File: src/hdl/wut_pkg.sv
// Function
// - Counter is clocked from the slow RC oscillator or the 32 kHz crystal.
// - Counter overflow sets the overflow flag at bit 7.
// - Taking the wake-up interrupt vector clears the overflow flag.
// - Writing one to the overflow flag clears it; zero leaves it.
// - Wake-up interrupt is requested only while global enable, bit 6 and flag are set.
// - With both enables set, an overflow makes the interrupt be taken.
// - Calibration flag at bit 5 sets every 256 RC or 64 crystal cycles.
// - Writing one clears the calibration flag; vector execution does not.
// - Writing one to bit 4 restarts the counter from zero.
// - The counter restart bit stores nothing and always reads zero.
// - Bit 3 runs the timer when set and stops it when cleared.
// - RC source period is 4096 cycles at 000, doubling up to 524288.
// - Crystal source period is 1024 cycles at 000, doubling up to 131072.
// - The overflow interrupt uses vector 10 at address 0x0012.
`default_nettype none

package wut_pkg;

    localparam logic [7:0] WUT_CSR_OFS      = 8'h00;
    localparam logic [7:0] WUT_IRQ_STAT_OFS = 8'h04;
    localparam logic [7:0] WUT_IRQ_CLR_OFS  = 8'h08;
    localparam logic [7:0] WUT_IRQ_EN_OFS   = 8'h0c;
    localparam logic [7:0] WUT_SRC_OFS      = 8'h10;

    localparam int WUT_OVF_BIT  = 7;
    localparam int WUT_IE_BIT   = 6;
    localparam int WUT_CAL_BIT  = 5;
    localparam int WUT_CLR_BIT  = 4;
    localparam int WUT_RUN_BIT  = 3;
    localparam int WUT_PSEL_LSB = 0;
    localparam int WUT_PSEL_W   = 3;
    localparam int WUT_SRC_BIT  = 0;

    localparam int WUT_EV_OVF = 0;
    localparam int WUT_EV_CAL = 1;
    localparam int WUT_EV_N   = 2;

    localparam int          WUT_CNT_W      = 19;
    localparam logic [18:0] WUT_RC_BASE    = 19'h01000;
    localparam logic [18:0] WUT_XT_BASE    = 19'h00400;
    localparam logic [7:0]  WUT_RC_CAL_LST = 8'hff;
    localparam logic [7:0]  WUT_XT_CAL_LST = 8'h3f;

    localparam logic [7:0]  WUT_CSR_RST    = 8'h00;
    localparam logic [1:0]  WUT_IRQ_RST    = 2'h0;

    localparam logic [4:0]  WUT_VEC_NUM    = 5'h0a;
    localparam logic [15:0] WUT_VEC_ADDR   = 16'h0012;

    typedef enum logic {
        WUT_SRC_RC = 1'b0,
        WUT_SRC_XT = 1'b1
    } wut_src_t;

    typedef struct packed {
        logic       ie;
        logic       run;
        logic [2:0] psel;
    } wut_ctrl_t;

endpackage

`default_nettype wire

File: src/hdl/wut_edge_sync.sv
`timescale 1ns/10ps
`default_nettype none

module wut_edge_sync (
    // Clock and reset
    input  wire logic clk,
    input  wire logic rst,
    // Asynchronous level in, one-cycle rising-edge pulse out
    input  wire logic async_in,
    output logic      rise
);

    logic meta_r;
    logic sync_r;
    logic prev_r;

    always_ff @(posedge clk or posedge rst) begin
        if (rst) begin
            meta_r <= 1'b0;
            sync_r <= 1'b0;
            prev_r <= 1'b0;
        end else begin
            meta_r <= async_in;
            sync_r <= meta_r;
            prev_r <= sync_r;
        end
    end

    // Only the second stage and later are looked at.
    assign rise = sync_r & ~prev_r;

endmodule

`default_nettype wire

File: src/hdl/wut_timer.sv
// Added by the designer: the address map and register access over APB.
`timescale 1ns/10ps
`default_nettype none

module wut_timer #(
    parameter int CNT_W = wut_pkg::WUT_CNT_W
) (
    // Clock and reset
    input  wire logic        clk,
    input  wire logic        rst,

    // APB slave
    input  wire logic        psel,
    input  wire logic        penable,
    input  wire logic        pwrite,
    input  wire logic [7:0]  paddr,
    input  wire logic [31:0] pwdata,
    input  wire logic [3:0]  pstrb,
    output logic [31:0]      prdata,
    output logic             pready,
    output logic             pslverr,

    // Slow clock sources, asynchronous to clk
    input  wire logic        slow_rc_osc,
    input  wire logic        xtal_osc,

    // CPU interrupt handshake
    input  wire logic        cpu_global_irq_en,
    input  wire logic        vector_ack,
    output logic             wakeup_irq_req,
    output logic [4:0]       vector_num,
    output logic [15:0]      vector_addr,

    // System interrupt line
    output logic             irq
);

    if (CNT_W < wut_pkg::WUT_CNT_W) begin : g_bad_width
        $error("wut_timer: CNT_W too small for the longest period");
    end

    if (wut_pkg::WUT_PSEL_W != 3) begin : g_bad_psel
        $error("wut_timer: period select must be three bits wide");
    end

    // Register state.
    wut_pkg::wut_ctrl_t    ctrl_r;
    wut_pkg::wut_src_t     src_r;
    logic                  ovf_flag_r;
    logic                  cal_flag_r;
    logic [CNT_W-1:0]      cnt_r;
    logic [7:0]            cal_cnt_r;
    logic [1:0]            irq_stat_r;
    logic [1:0]            irq_en_r;
    logic [31:0]           prdata_r;

    // Next values.
    wut_pkg::wut_ctrl_t    ctrl_nxt;
    wut_pkg::wut_src_t     src_nxt;
    logic                  ovf_flag_nxt;
    logic                  cal_flag_nxt;
    logic [CNT_W-1:0]      cnt_nxt;
    logic [7:0]            cal_cnt_nxt;
    logic [1:0]            irq_stat_nxt;
    logic [1:0]            irq_en_nxt;

    // True when the crystal is the selected source.
    function automatic logic src_is_xt(
        input wut_pkg::wut_src_t src
    );
        return src == wut_pkg::WUT_SRC_XT;
    endfunction

    // Period terminal count for a source and a select value.
    function automatic logic [CNT_W-1:0] period_last(
        input wut_pkg::wut_src_t src,
        input logic [2:0]        psel_v
    );
        logic [CNT_W-1:0] base;
        base = src_is_xt(src) ?
               CNT_W'(wut_pkg::WUT_XT_BASE) :
               CNT_W'(wut_pkg::WUT_RC_BASE);
        return (base << psel_v) - CNT_W'(1);
    endfunction

    // Slow source edges brought into the clk domain.
    logic [1:0] osc_in;
    logic [1:0] osc_rise;

    assign osc_in = {xtal_osc, slow_rc_osc};

    for (genvar i = 0; i < 2; i++) begin : g_sync
        wut_edge_sync u_sync (
            .clk      (clk),
            .rst      (rst),
            .async_in (osc_in[i]),
            .rise     (osc_rise[i])
        );
    end

    // A source edge shows up as a tick two clk edges after the pin rises.
    wire tick = src_is_xt(src_r) ?
                osc_rise[1] : osc_rise[0];

    // Bus decode.
    wire acc     = psel & penable;
    wire wr_en   = acc & pwrite & pstrb[0];
    wire setup   = psel & ~penable;
    wire hit_csr = paddr == wut_pkg::WUT_CSR_OFS;
    wire hit_st  = paddr == wut_pkg::WUT_IRQ_STAT_OFS;
    wire hit_clr = paddr == wut_pkg::WUT_IRQ_CLR_OFS;
    wire hit_en  = paddr == wut_pkg::WUT_IRQ_EN_OFS;
    wire hit_src = paddr == wut_pkg::WUT_SRC_OFS;
    wire hit_any = hit_csr | hit_st | hit_clr | hit_en | hit_src;

    wire wr_csr  = wr_en & hit_csr;
    wire wr_clr  = wr_en & hit_clr;
    wire wr_irq_en = wr_en & hit_en;
    wire wr_src  = wr_en & hit_src;

    wire [7:0] wbyte = pwdata[7:0];

    // Write-one actions on the control/status byte.
    wire csr_ovf_clr = wr_csr & wbyte[wut_pkg::WUT_OVF_BIT];
    wire csr_cal_clr = wr_csr & wbyte[wut_pkg::WUT_CAL_BIT];
    wire cnt_restart = wr_csr & wbyte[wut_pkg::WUT_CLR_BIT];

    // Counter.
    wire [CNT_W-1:0] cnt_last = period_last(src_r, ctrl_r.psel);
    wire cnt_step = ctrl_r.run & tick;
    // A period shrunk below the current count wraps on the next counter step.
    wire cnt_wrap = cnt_r >= cnt_last;
    wire ovf_ev   = cnt_step & cnt_wrap & ~cnt_restart;

    always_comb begin
        if (cnt_restart) begin
            cnt_nxt = '0;
        end else if (cnt_step) begin
            cnt_nxt = cnt_wrap ? '0 : cnt_r + CNT_W'(1);
        end else begin
            cnt_nxt = cnt_r;
        end
    end

    // Calibration divider runs on every rising edge of the chosen source.
    wire [7:0] cal_last = src_is_xt(src_r) ?
                          wut_pkg::WUT_XT_CAL_LST :
                          wut_pkg::WUT_RC_CAL_LST;
    wire cal_wrap = cal_cnt_r >= cal_last;
    wire cal_ev   = tick & cal_wrap;

    always_comb begin
        if (tick) begin
            cal_cnt_nxt = cal_wrap ? 8'h00 : cal_cnt_r + 8'h01;
        end else begin
            cal_cnt_nxt = cal_cnt_r;
        end
    end

    // Flags: a set in the same cycle as a clear wins.
    // Taking the vector clears the flag only; the sticky status stays.
    wire ovf_clr = csr_ovf_clr | vector_ack;

    assign ovf_flag_nxt = ovf_ev | (ovf_flag_r & ~ovf_clr);
    assign cal_flag_nxt = cal_ev | (cal_flag_r & ~csr_cal_clr);

    // Control fields.
    always_comb begin
        ctrl_nxt = ctrl_r;
        if (wr_csr) begin
            ctrl_nxt.ie   = wbyte[wut_pkg::WUT_IE_BIT];
            ctrl_nxt.run  = wbyte[wut_pkg::WUT_RUN_BIT];
            ctrl_nxt.psel = wbyte[wut_pkg::WUT_PSEL_LSB +:
                                  wut_pkg::WUT_PSEL_W];
        end
    end

    assign src_nxt = wr_src ?
                     wut_pkg::wut_src_t'(wbyte[wut_pkg::WUT_SRC_BIT]) :
                     src_r;

    // Sticky event status, write-one clear, enable mask.
    wire [1:0] ev_vec = {cal_ev, ovf_ev};
    wire [1:0] st_clr = wr_clr ? wbyte[1:0] : 2'h0;

    for (genvar e = 0; e < wut_pkg::WUT_EV_N; e++) begin : g_stat
        assign irq_stat_nxt[e] = ev_vec[e] | (irq_stat_r[e] & ~st_clr[e]);
    end
    assign irq_en_nxt = wr_irq_en ? wbyte[1:0] : irq_en_r;

    // Read view of the control/status byte.
    wire [7:0] csr_view = {
        ovf_flag_r,
        ctrl_r.ie,
        cal_flag_r,
        1'b0,
        ctrl_r.run,
        ctrl_r.psel
    };

    logic [7:0] rd_byte;

    always_comb begin
        rd_byte = 8'h00;
        if (hit_csr) begin
            rd_byte = csr_view;
        end else if (hit_st) begin
            rd_byte = {6'h00, irq_stat_r};
        end else if (hit_en) begin
            rd_byte = {6'h00, irq_en_r};
        end else if (hit_src) begin
            rd_byte = {7'h00, src_is_xt(src_r)};
        end
    end

    // State registers.
    always_ff @(posedge clk or posedge rst) begin
        if (rst) begin
            ctrl_r <= '0;
        end else begin
            ctrl_r <= ctrl_nxt;
        end
    end

    always_ff @(posedge clk or posedge rst) begin
        if (rst) begin
            ovf_flag_r <= 1'b0;
        end else begin
            ovf_flag_r <= ovf_flag_nxt;
        end
    end

    always_ff @(posedge clk or posedge rst) begin
        if (rst) begin
            cal_flag_r <= 1'b0;
        end else begin
            cal_flag_r <= cal_flag_nxt;
        end
    end

    always_ff @(posedge clk or posedge rst) begin
        if (rst) begin
            src_r <= wut_pkg::WUT_SRC_RC;
        end else begin
            src_r <= src_nxt;
        end
    end

    always_ff @(posedge clk or posedge rst) begin
        if (rst) begin
            cnt_r <= '0;
        end else begin
            cnt_r <= cnt_nxt;
        end
    end

    always_ff @(posedge clk or posedge rst) begin
        if (rst) begin
            cal_cnt_r <= 8'h00;
        end else begin
            cal_cnt_r <= cal_cnt_nxt;
        end
    end

    always_ff @(posedge clk or posedge rst) begin
        if (rst) begin
            irq_stat_r <= wut_pkg::WUT_IRQ_RST;
        end else begin
            irq_stat_r <= irq_stat_nxt;
        end
    end

    always_ff @(posedge clk or posedge rst) begin
        if (rst) begin
            irq_en_r <= wut_pkg::WUT_IRQ_RST;
        end else begin
            irq_en_r <= irq_en_nxt;
        end
    end

    // Read data is caught in the setup cycle and held for the access.
    always_ff @(posedge clk or posedge rst) begin
        if (rst) begin
            prdata_r <= 32'h0000_0000;
        end else if (setup) begin
            prdata_r <= {24'h00_0000, pwrite ? 8'h00 : rd_byte};
        end
    end

    // Bus answers.
    assign prdata  = prdata_r;
    assign pready  = 1'b1;
    assign pslverr = acc & ~hit_any;

    // Interrupt outputs.
    assign wakeup_irq_req = cpu_global_irq_en & ctrl_r.ie
                            & ovf_flag_r;
    assign vector_num     = wut_pkg::WUT_VEC_NUM;
    assign vector_addr    = wut_pkg::WUT_VEC_ADDR;
    assign irq            = |(irq_stat_r & irq_en_r);

endmodule

`default_nettype wire

File: config.mk
export PLATFORM = sky130hd
export DESIGN_NAME = wut_timer
export DESIGN_NICKNAME = d
export VERILOG_FILES = /design/src/hdl/wut_pkg.sv /design/src/hdl/wut_edge_sync.sv /design/src/hdl/wut_timer.sv
export SDC_FILE = /design/constraint.sdc
export NUM_CORES = 1
export LEC_CHECK = 0
export BUFFER_PORTS_ARGS = -buffer_cell sky130_fd_sc_hd__buf_2
export CAP_MARGIN = 25
export CORE_AREA = 8 8 98 91
export DETAILED_ROUTE_END_ITERATION = 12
export DIE_AREA = 0 0 106 99
export GPL_TIMING_DRIVEN = 0
export PLACE_DENSITY = 0.74
export SYNTH_ARGS = -nofsm -noshare
export SYNTH_HDL_FRONTEND = slang
export SYNTH_HIERARCHICAL = 1
export SYNTH_SLANG_ARGS = --single-unit
File: constraint.sdc
create_clock -name clk -period 6.93 [get_ports clk]
set_input_delay 1.0395 -clock clk [delete_from_list [all_inputs] [get_ports clk]]
set_output_delay 1.0395 -clock clk [all_outputs]
set_load 0.005 [all_outputs]
==> results of run 1 <==
[power breakdown]
part           internal, mW  switching (mW)
clock                 0.118           0.100
sequential            0.329          0.0280
combinational        0.0789          0.0972
[layer usage]
metal  global-route usage, %  up-vias  wire, um
li1                        -     1355         -
met1                    18.4     1272      3220
met2                    25.0       53      3780
met3                    3.91        5       396
met4                    4.32        0        61
met5                       0        -         0
[layout make-up]
cell class / count / area share [%]
clock inverter: 2 / 0.944
multi-input combinational: 276 / 45.5
timing repair buffer: 36 / 4.75
tap: 96 / 2.92
buffer: 64 / 11.3
clock buffer: 6 / 2.01
inverter: 10 / 0.913
sequential: 52 / 31.7
[cells in the final DEF (no fill, tap or decap), types with 5 or more instances in the layout]
master,instances
sky130_fd_sc_hd__a21o_1,6
sky130_fd_sc_hd__a21oi_1,12
sky130_fd_sc_hd__a22o_1,7
sky130_fd_sc_hd__and3_1,10
sky130_fd_sc_hd__buf_2,37
sky130_fd_sc_hd__buf_4,51
sky130_fd_sc_hd__clkbuf_1,7
sky130_fd_sc_hd__clkbuf_8,6
sky130_fd_sc_hd__conb_1,47
sky130_fd_sc_hd__dfrtp_1,52
sky130_fd_sc_hd__ha_1,14
sky130_fd_sc_hd__inv_1,9
sky130_fd_sc_hd__mux2_2,8
sky130_fd_sc_hd__nand2_1,25
sky130_fd_sc_hd__nand3_1,13
sky130_fd_sc_hd__nand4_1,6
sky130_fd_sc_hd__nor2_1,16
sky130_fd_sc_hd__nor3_1,13
sky130_fd_sc_hd__nor3_2,5
sky130_fd_sc_hd__o21ai_0,15
sky130_fd_sc_hd__xnor2_1,16
[sequential cells by signal, summed over array words and instances, names as in the netlist]
| name | count |
|---|---|
| src_r | 1 |
| irq_stat_r | 2 |
| g_sync.u_sync/prev_r | 2 |
| cnt_r | 19 |
| prdata | 7 |
| ovf_flag_r | 1 |
| cal_flag_r | 1 |
| g_sync.u_sync/meta_r | 2 |
| g_sync.u_sync/sync_r | 2 |
| irq_en_r | 2 |
| cal_cnt_r | 8 |
| csr_view | 5 |
[through the flow]
stage,hold slack [ps],util [%],area (um2),instances,power [mW]
5_1_grt,386,56.2,4110,542,0.799
3_3_place_gp,339,54.2,3970,533,0.529
3_5_place_dp,348,54.5,3990,534,0.538
6_report,367,56.2,4110,542,0.752
4_1_cts,373,56.2,4110,542,0.757
2_1_floorplan,331,-,3670,402,0.498
[cells by family (layout without fill, tap and decap cells)]
kind of cell,after synthesis,count (layout),synth area share [%]
AOI/OAI and AO/OA,72,72,17.1
other,2,47,0.214
adders and majority gates,14,14,5.00
DFF,52,52,37.1
and+or+nand+nor,115,115,18.6
xor gates and xnor gates,17,17,4.25
muxes,11,11,3.43
buffers and inverters,74,118,14.3
[final timing paths]
| kind | from | end | slack (ps) |
|---|---|---|---|
| worst max register to register | src_r$_DFFE_PP0P_ | cnt_r[13]$_DFFE_PP0P_ | 2680 |
| worst min register to register | g_sync[1].u_sync/meta_r$_DFF_PP0_ | g_sync[1].u_sync/sync_r$_DFF_PP0_ | 370 |
| worst max-delay path | src_r$_DFFE_PP0P_ | cnt_r[13]$_DFFE_PP0P_ | 2680 |
| min in group asynchronous | rst | g_sync[1].u_sync/prev_r$_DFF_PP0_ | 610 |
| worst min-delay path | g_sync[1].u_sync/meta_r$_DFF_PP0_ | g_sync[1].u_sync/sync_r$_DFF_PP0_ | 370 |
| max in group asynchronous | rst | cnt_r[5]$_DFFE_PP0P_ | 5730 |
==> impl_metrics.tcl, run 1 <==
set metrics [dict create \
    number_of_resized_instances_in_the_post_cts_repair_step 0 \
    tns_ps 0 \
    grt_setup_unrepaired "no" \
    filler_cell_count 675 \
    die_area_um2 10500 \
    final_wl_mm 7.46 \
    placement_rows 30 \
    critical_path_required_ps 7140 \
    path_depth 14 \
    post_synthesis_area_per_instance_um2 9.82 \
    synth_ff_type "sky130_fd_sc_hd__dfrtp_1" \
    synth.yosys.seq_area_share_pct 37.1 \
    grt.overflow.total 0 \
    cts_made_buffers 5 \
    maxCapViolations 0 \
    syn_inst 357 \
    cts_hold_buffers 0 \
    number_of_drc_markers_after_the_initial_detailed_route_iteration 165 \
    buffer_ports.inserted 35 \
    cts_root_buf "sky130_fd_sc_hd__clkbuf_8" \
    timing.final.setup_violations 0 \
    vias 2685 \
    wire_length_of_the_first_global_routing_pass_mm 13.0 \
    netlist_top_cells_count "sky130_fd_sc_hd__dfrtp_1 (52), sky130_fd_sc_hd__buf_4 (51), sky130_fd_sc_hd__nand2_1 (25)" \
    fmax_mhz 235 \
    data_arrival_critical_path_ps 4460 \
    global_route.usage.total_pct 14.9 \
    postSynthRegisterBits 52 \
    synth_edf_count 0 \
    max-clock-path-buffers 2 \
    start_util_pct 47.9 \
    worst_clock_skew_ps 7.51 \
    die-height_um 99 \
    layout_worst_path_cycle_share_pct 61.4 \
    post-route-worst-setup-slack_ps 2680 \
    seq_cell_area_um2 1300 \
    finalMaxSlewViolations 0 \
    ys_types 60 \
    htree_num_levels 2 \
    post-place-ws_ps 2750 \
    cts_setup_buffers 0 \
    place_hpwl_mm 5.86 \
    synthTopCellsByArea "sky130_fd_sc_hd__dfrtp_1 (37%), sky130_fd_sc_hd__buf_4 (11%), sky130_fd_sc_hd__ha_1 (5.0%), sky130_fd_sc_hd__xnor2_1 (4.0%), sky130_fd_sc_hd__a2111oi_4 (3.1%)" \
    kind_of_cell_adding_the_most_delay_to_the_critical_path "compound AO/OA/AOI/OAI gates" \
    report.final.hold_viol_count 0 \
    tritoncts "done" \
    slowest_delay_ps 630 \
    worst-setup-path-type "register to register" \
    numClockSinks 52 \
    worst_case_reg_to_reg_path_depth 14 \
    first_global_vias 2675 \
    synthArstFlopShare_pct 100 \
    drt_first_pass_iters 4 \
    clk_latency_ps 300 \
    whs_path_depth 0 \
    cp_num_buf_inv 2 \
    synth_area_um2 3500 \
    avgViaCountPerCell 4.95 \
    post-synth-top-area-fraction_pct 37.1 \
    drcViolationCount 0 \
    final_antenna_net_count 0 \
    cp_cell_sequence "nand2b_1 -> nor2_1 -> nand2_1 -> ha_1 -> clkbuf_1 -> nor2_1 -> a22oi_1 -> ha_1 -> and3_1 -> a221o_1 -> a221oi_1 -> a21oi_1 -> buf_4 -> nor3_1" \
    timing.final.crit_period_ps 4250 \
    pin_count 110 \
    post-synth-top-area-cell "sky130_fd_sc_hd__dfrtp_1" \
    n_antenna_cell 0 \
    grt_max_degree 32 \
    timing.critical_path.from_type "register" \
    yosysMostFrequentCell "sky130_fd_sc_hd__dfrtp_1" \
    floorplan.die.width_um 106 \
    worstHoldPathType "register to register" \
    critical-path-slowest-cell "sky130_fd_sc_hd__a221oi_1" \
    layout-area-overhead-vs-synth_pct 17.3 \
    timing.critical_path.fanout_max 10 \
    power.leakage_nw 2.02 \
    multiInputGateArea_um2 1870 \
    clk_pin_slew_ps 90 \
    cell_pwr_density_nw_per_um2 183 \
    finalNetCount 512 \
    gpl.final_weighted_congestion 0.835 \
    timing_worst_slew_pin_value_ps 880 \
    grt_antenna_before_repair 0 \
    ir_worst_vdd_uv 118 \
    endpoint_kind "register" \
    slew_headroom_pct 41.3 \
    coreArea_um2 7320 \
    drive_above_1_share_pct 29.6 \
    run_status "complete, no violations" \
    detail_routed_net_length_per_standard_cell_um 13.8 \
    yosysWarnings 6 \
]
No activity file was read; power rests on OpenSTA's default activity.
==> inputs of run 2 (changes only) <==
Clock period 6.93 ns to 4 ns, I/O delays scaled along.
==> run 2 against run 1 <==
Effect of this change:
- critical path depth unchanged
- combinational power grew 79%
- global-route usage increased by 0.11 points
==> impl_metrics.tcl, run 2 (synthesis gave the netlist of run 1 again) <==
set metrics [dict create \
    power.leakage_nw 2.02 \
    timing.critical_path.from_type "register" \
    max-clock-path-buffers 2 \
    die_area_um2 10500 \
    numClockSinks 52 \
    finalNetCount 512 \
    layout-area-overhead-vs-synth_pct 18.1 \
    slowest_delay_ps 430 \
    p_int_uw 914 \
    wl_met3_um 337 \
    die-height_um 99 \
    buffer_ports.inserted 35 \
    pin_count 110 \
    htree_num_levels 2 \
    switching_share_pct 30.4 \
    cts_root_buf "sky130_fd_sc_hd__clkbuf_8" \
    worst_clock_skew_ps 7.10 \
    cts_hold_buffers 0 \
    start_util_pct 47.9 \
    global_route.usage.total_pct 15.1 \
    critical_path_required_ps 4210 \
    cts_made_buffers 5 \
    detail_routed_net_length_per_standard_cell_um 14.0 \
    critical-path-slowest-cell "sky130_fd_sc_hd__dfrtp_1" \
    cts_setup_buffers 0 \
    drt_first_pass_iters 4 \
    data_arrival_critical_path_ps 3920 \
    worst-setup-path-type "register to register" \
    number_of_drc_markers_after_the_initial_detailed_route_iteration 146 \
    layout.cell_area.non_filler_um2 4140 \
    kind_of_cell_adding_the_most_delay_to_the_critical_path "simple AND/OR/NAND/NOR gates" \
    fmax_mhz 270 \
    grt.overflow.total 0 \
    endpoint_kind "register" \
    largest_register_ffs 19 \
    dpl-instance-area_um2 3990 \
    final_antenna_net_count 0 \
    place_hpwl_mm 5.86 \
    run_status "complete, no violations" \
    cp_cell_sequence "nand2b_1 -> nor2_1 -> nand2_1 -> ha_1 -> clkbuf_1 -> nor2_1 -> a22oi_1 -> ha_1 -> and3_1 -> a221o_1 -> a221oi_4 -> a21oi_4 -> buf_4 -> nor3_1" \
    clk_pin_slew_ps 90 \
    clock_power_share_pct 28.9 \
    highest_layer "met4" \
    avgViaCountPerCell 4.99 \
    top_register "cnt_r" \
    finalPower_mw 1.31 \
    maxCapViolations 0 \
    wl_met1_mm 3.31 \
    p_switching_uw 399 \
    vias 2706 \
    cell_pwr_density_nw_per_um2 317 \
    timing.final.crit_period_ps 3710 \
    layout_worst_path_cycle_share_pct 92.8 \
    routed_wl_met2_mm 3.85 \
    grt_antenna_before_repair 0 \
    tritoncts "done" \
    first_global_vias 2686 \
    number_of_resized_instances_in_the_post_cts_repair_step 2 \
    placement_rows 30 \
    cp_num_buf_inv 2 \
    final_cell_mix "sky130_fd_sc_hd__buf_4 (51), sky130_fd_sc_hd__dfrtp_1 (51), sky130_fd_sc_hd__conb_1 (47), sky130_fd_sc_hd__buf_2 (37), sky130_fd_sc_hd__nand2_1 (25)" \
    coreArea_um2 7320 \
    finalMaxSlewViolations 0 \
    grt_max_degree 32 \
    ir_worst_vdd_uv 205 \
    grt_setup_unrepaired "no" \
    wire_length_of_the_first_global_routing_pass_mm 13.1 \
    drive_above_1_share_pct 30.3 \
    floorplan.die.width_um 106 \
    power.sequential.fraction_pct 47.1 \
    n_antenna_cell 0 \
    drcViolationCount 0 \
    timing.critical_path.fanout_max 10 \
    timing_worst_slew_pin_value_ps 852 \
    slew_headroom_pct 42.7 \
    worstHoldPathType "input pin to async pin" \
    comb_power_share_pct 24.0 \
    final_wl_mm 7.61 \
    clk_latency_ps 300 \
    timing.final.setup_violations 0 \
    report.final.hold_viol_count 0 \
    gpl.final_weighted_congestion 0.835 \
]
run 2: worst reg2reg max path, cell delays in order, from the launching register on:
cell and delay, ps:
sky130_fd_sc_hd__dfrtp_1 430, sky130_fd_sc_hd__nand2b_1 240, sky130_fd_sc_hd__nor2_1 280, sky130_fd_sc_hd__nand2_1 100, sky130_fd_sc_hd__ha_1 210, sky130_fd_sc_hd__clkbuf_1 190, sky130_fd_sc_hd__nor2_1 170, sky130_fd_sc_hd__a22oi_1 100
sky130_fd_sc_hd__ha_1 320, sky130_fd_sc_hd__and3_1 210, sky130_fd_sc_hd__a221o_1 350, sky130_fd_sc_hd__a221oi_4 430, sky130_fd_sc_hd__a21oi_4 180, sky130_fd_sc_hd__buf_4 220, sky130_fd_sc_hd__nor3_1 180
run 2: path summary, 6_finish.rpt:
kind / start / endpoint / slack [ps] / cells past startpoint
setup / recovery: csr_view[1]$_DFFE_PP0P_ / cnt_r[13]$_DFFE_PP0P_ / 290 / 14
hold / removal: rst / g_sync[1].u_sync/prev_r$_DFF_PP0_ / 170 / 2
setup reg to reg: csr_view[1]$_DFFE_PP0P_ / cnt_r[13]$_DFFE_PP0P_ / 290 / 14
hold reg to reg: g_sync[1].u_sync/meta_r$_DFF_PP0_ / g_sync[1].u_sync/sync_r$_DFF_PP0_ / 370 / 0
max in group asynchronous: rst / src_r$_DFFE_PP0P_ / 3240 / 3
min in group clk: g_sync[1].u_sync/meta_r$_DFF_PP0_ / g_sync[1].u_sync/sync_r$_DFF_PP0_ / 370 / 0
run 2: layout make-up:
type	count	area [um2]
Fill cell	673	3180
Multi-Input combinational cell	276	1900
Sequential cell	52	1300
Buffer	64	464
Timing Repair Buffer	36	195
Tap cell	96	120
Clock buffer	6	82.6
Clock inverter	2	38.8
Inverter	10	37.5
run 2: metal layers:
layer	track usage (%)	up-vias
li1	-	1349
met1	18.5	1299
met2	25.1	49
met3	3.91	9
met4	4.76	0
met5	0	-
run 2: power groups by stage:
stage          combinational, mW  sequential, mW  clock [mW]
2_1_floorplan              0.248           0.615           0
3_3_place_gp               0.289           0.627           0
3_5_place_dp               0.304           0.628           0
4_1_cts                    0.306           0.619       0.389
5_1_grt                    0.355           0.629       0.410
6_report                   0.315           0.619       0.379
run 2: per-stage QoR:
step	instances	setup TNS [ps]	hold slack [ps]	setup WS (ps)	utilization (%)
5_1_grt	542	0	166	41.4	56.6
6_report	542	0	167	290	56.6
4_1_cts	542	0	160	180	56.3
2_1_floorplan	402	0	331	569	-
3_5_place_dp	534	-1460	348	-184	54.5
3_3_place_gp	533	-378	339	-48.0	54.2
==> inputs of run 3 (changes only) <==
Settings changed: RECOVER_POWER set to 50.
==> run 3 against run 2 <==
Effect of this change:
- the run now ends with max-capacitance violations, max-slew violations left
- setup slack is essentially flat
- clock skew is essentially flat
- largest power group unchanged
- fmax is essentially flat
- sequential share of layout area grew 0.13 points
- cell count is the same
==> impl_metrics.tcl, run 3 (synthesis gave the netlist of run 1 again) <==
set metrics [dict create \
    run_status "finished with violations" \
    violations "max-capacitance violations, max-slew violations" \
    cts_hold_buffers 0 \
    maxCapViolations 1 \
    place_hpwl_mm 5.86 \
    cts_root_buf "sky130_fd_sc_hd__clkbuf_8" \
    filler_cell_count 676 \
    post-place-ws_ps -184 \
    first_global_vias 2686 \
    clk_pin_slew_ps 90 \
    die-height_um 99 \
    grt_max_degree 32 \
    cp_num_buf_inv 2 \
    timing_worst_slew_pin_value_ps 1670 \
    drcViolationCount 0 \
    grt_setup_unrepaired "no" \
    kind_of_cell_adding_the_most_delay_to_the_critical_path "simple AND/OR/NAND/NOR gates" \
    die_area_um2 10500 \
    number_of_drc_markers_after_the_initial_detailed_route_iteration 145 \
    gpl.final_weighted_congestion 0.835 \
    grt_antenna_before_repair 0 \
    worst-setup-path-type "register to register" \
    finalMaxSlewViolations 32 \
    timing.final.setup_violations 0 \
    finalNetCount 512 \
    worstHoldPathType "input pin to async pin" \
    report.final.hold_viol_count 0 \
    slew_headroom_pct -11.6 \
    final_wl_mm 7.62 \
    cts_made_buffers 5 \
    max-clock-path-buffers 2 \
    timing.final.crit_period_ps 3710 \
    timing.critical_path.fanout_max 10 \
    fmax_mhz 269 \
    cp_cell_sequence "nand2b_1 -> nor2_1 -> nand2_1 -> ha_1 -> clkbuf_1 -> nor2_1 -> a22oi_1 -> ha_1 -> and3_1 -> a221o_1 -> a221oi_4 -> a21oi_4 -> buf_4 -> nor3_1" \
    largest_register_ffs 19 \
    vias 2704 \
    htree_num_levels 2 \
    start_util_pct 47.9 \
    detail_routed_net_length_per_standard_cell_um 14.1 \
    data_arrival_critical_path_ps 3920 \
    pin_count 110 \
    cell_pwr_density_nw_per_um2 318 \
    grt.overflow.total 0 \
    routed_wl_met2_mm 3.84 \
    global_route.usage.total_pct 15.1 \
    clk_latency_ps 300 \
    slowest_delay_ps 430 \
    drive_above_1_share_pct 29.6 \
    tritoncts "done" \
    drt_first_pass_iters 4 \
    post-route-worst-setup-slack_ps 289 \
    placement_rows 30 \
    n_antenna_cell 0 \
    worst_clock_skew_ps 7.11 \
    critical-path-slowest-cell "sky130_fd_sc_hd__dfrtp_1" \
    avgViaCountPerCell 4.99 \
    ir_worst_vdd_uv 205 \
    cts_setup_buffers 0 \
    wl_met3_um 348 \
    wl_met1_mm 3.33 \
    highest_layer "met4" \
    final_cell_mix "sky130_fd_sc_hd__buf_4 (51), sky130_fd_sc_hd__dfrtp_1 (51), sky130_fd_sc_hd__conb_1 (47), sky130_fd_sc_hd__buf_2 (36), sky130_fd_sc_hd__nand2_1 (25)" \
    placed_cells 534 \
    power.leakage_nw 2.01 \
    wire_length_of_the_first_global_routing_pass_mm 13.1 \
    final_antenna_net_count 0 \
    buffer_ports.inserted 35 \
    post_layout_nonfiller_instances 542 \
    numClockSinks 52 \
    endpoint_kind "register" \
    tns_ps 0 \
    layout-area-overhead-vs-synth_pct 17.6 \
    top_register "cnt_r" \
    coreArea_um2 7320 \
    floorplan.die.width_um 106 \
    layout_worst_path_cycle_share_pct 92.8 \
    critical_path_required_ps 4210 \
    timing.critical_path.from_type "register" \
]
[run 3: worst paths after layout]
kind | start | end | slack, ps | cells after the start
min | rst | g_sync[1].u_sync/prev_r$_DFF_PP0_ | 150 | 2
max | csr_view[1]$_DFFE_PP0P_ | cnt_r[13]$_DFFE_PP0P_ | 290 | 14
max in group asynchronous | rst | src_r$_DFFE_PP0P_ | 1560 | 3
max reg2reg | csr_view[1]$_DFFE_PP0P_ | cnt_r[13]$_DFFE_PP0P_ | 290 | 14
min reg2reg | g_sync[1].u_sync/meta_r$_DFF_PP0_ | g_sync[1].u_sync/sync_r$_DFF_PP0_ | 370 | 0
min in group clk | g_sync[1].u_sync/meta_r$_DFF_PP0_ | g_sync[1].u_sync/sync_r$_DFF_PP0_ | 370 | 0
[run 3: routing by layer]
metal  vias to the layer above  global-route usage [%]
met5                         -                       0
met4                         0                    4.76
met3                         9                    3.91
met2                        53                    25.1
met1                      1293                    18.5
li1                       1349                       -
[run 3: cell type report]
cell class,instances,area (um2),share of cell area [%]
buffer,64,464,11.3
clock buffer,6,82.6,2.00
clock inverter,2,38.8,0.941
inverter,10,37.5,0.910
multi-input combinational,276,1900,46.1
sequential,52,1300,31.6
tap,96,120,2.91
timing repair buffer,36,178,4.31
[run 3: what timing repair did]
action / in CTS / in global routing
gates cloned: 0 / 0
gates resized for setup: 2 / 3
setup endpoints to repair: 12 / 10
[run 3: stage by stage]
step                      util [%]  instance area, um2  power (mW)  hold WS, ps
after global routing          56.3                4120        1.39          169
after floorplan                  -                3670       0.863          331
after detailed placement      54.5                3990       0.931          348
final                         56.3                4120        1.31          151
after global placement        54.2                3970       0.916          339
after CTS                     56.3                4120        1.31          160
[run 3: report_power, final]
| part | internal, mW | switching, mW |
|---|---|---|
| combinational | 0.137 | 0.175 |
| clock | 0.205 | 0.175 |
| sequential | 0.570 | 0.0486 |
[run 3: worst reg2reg max path: cells and delay by family (launching register included)]
| kind | cells | cell delay [ps] |
|---|---|---|
| buffers and inverters | 2 | 410 |
| AOI/OAI and AO/OA | 4 | 1060 |
| and+or+nand+nor | 6 | 1180 |
| adders and majority gates | 2 | 530 |
| DFF | 1 | 430 |
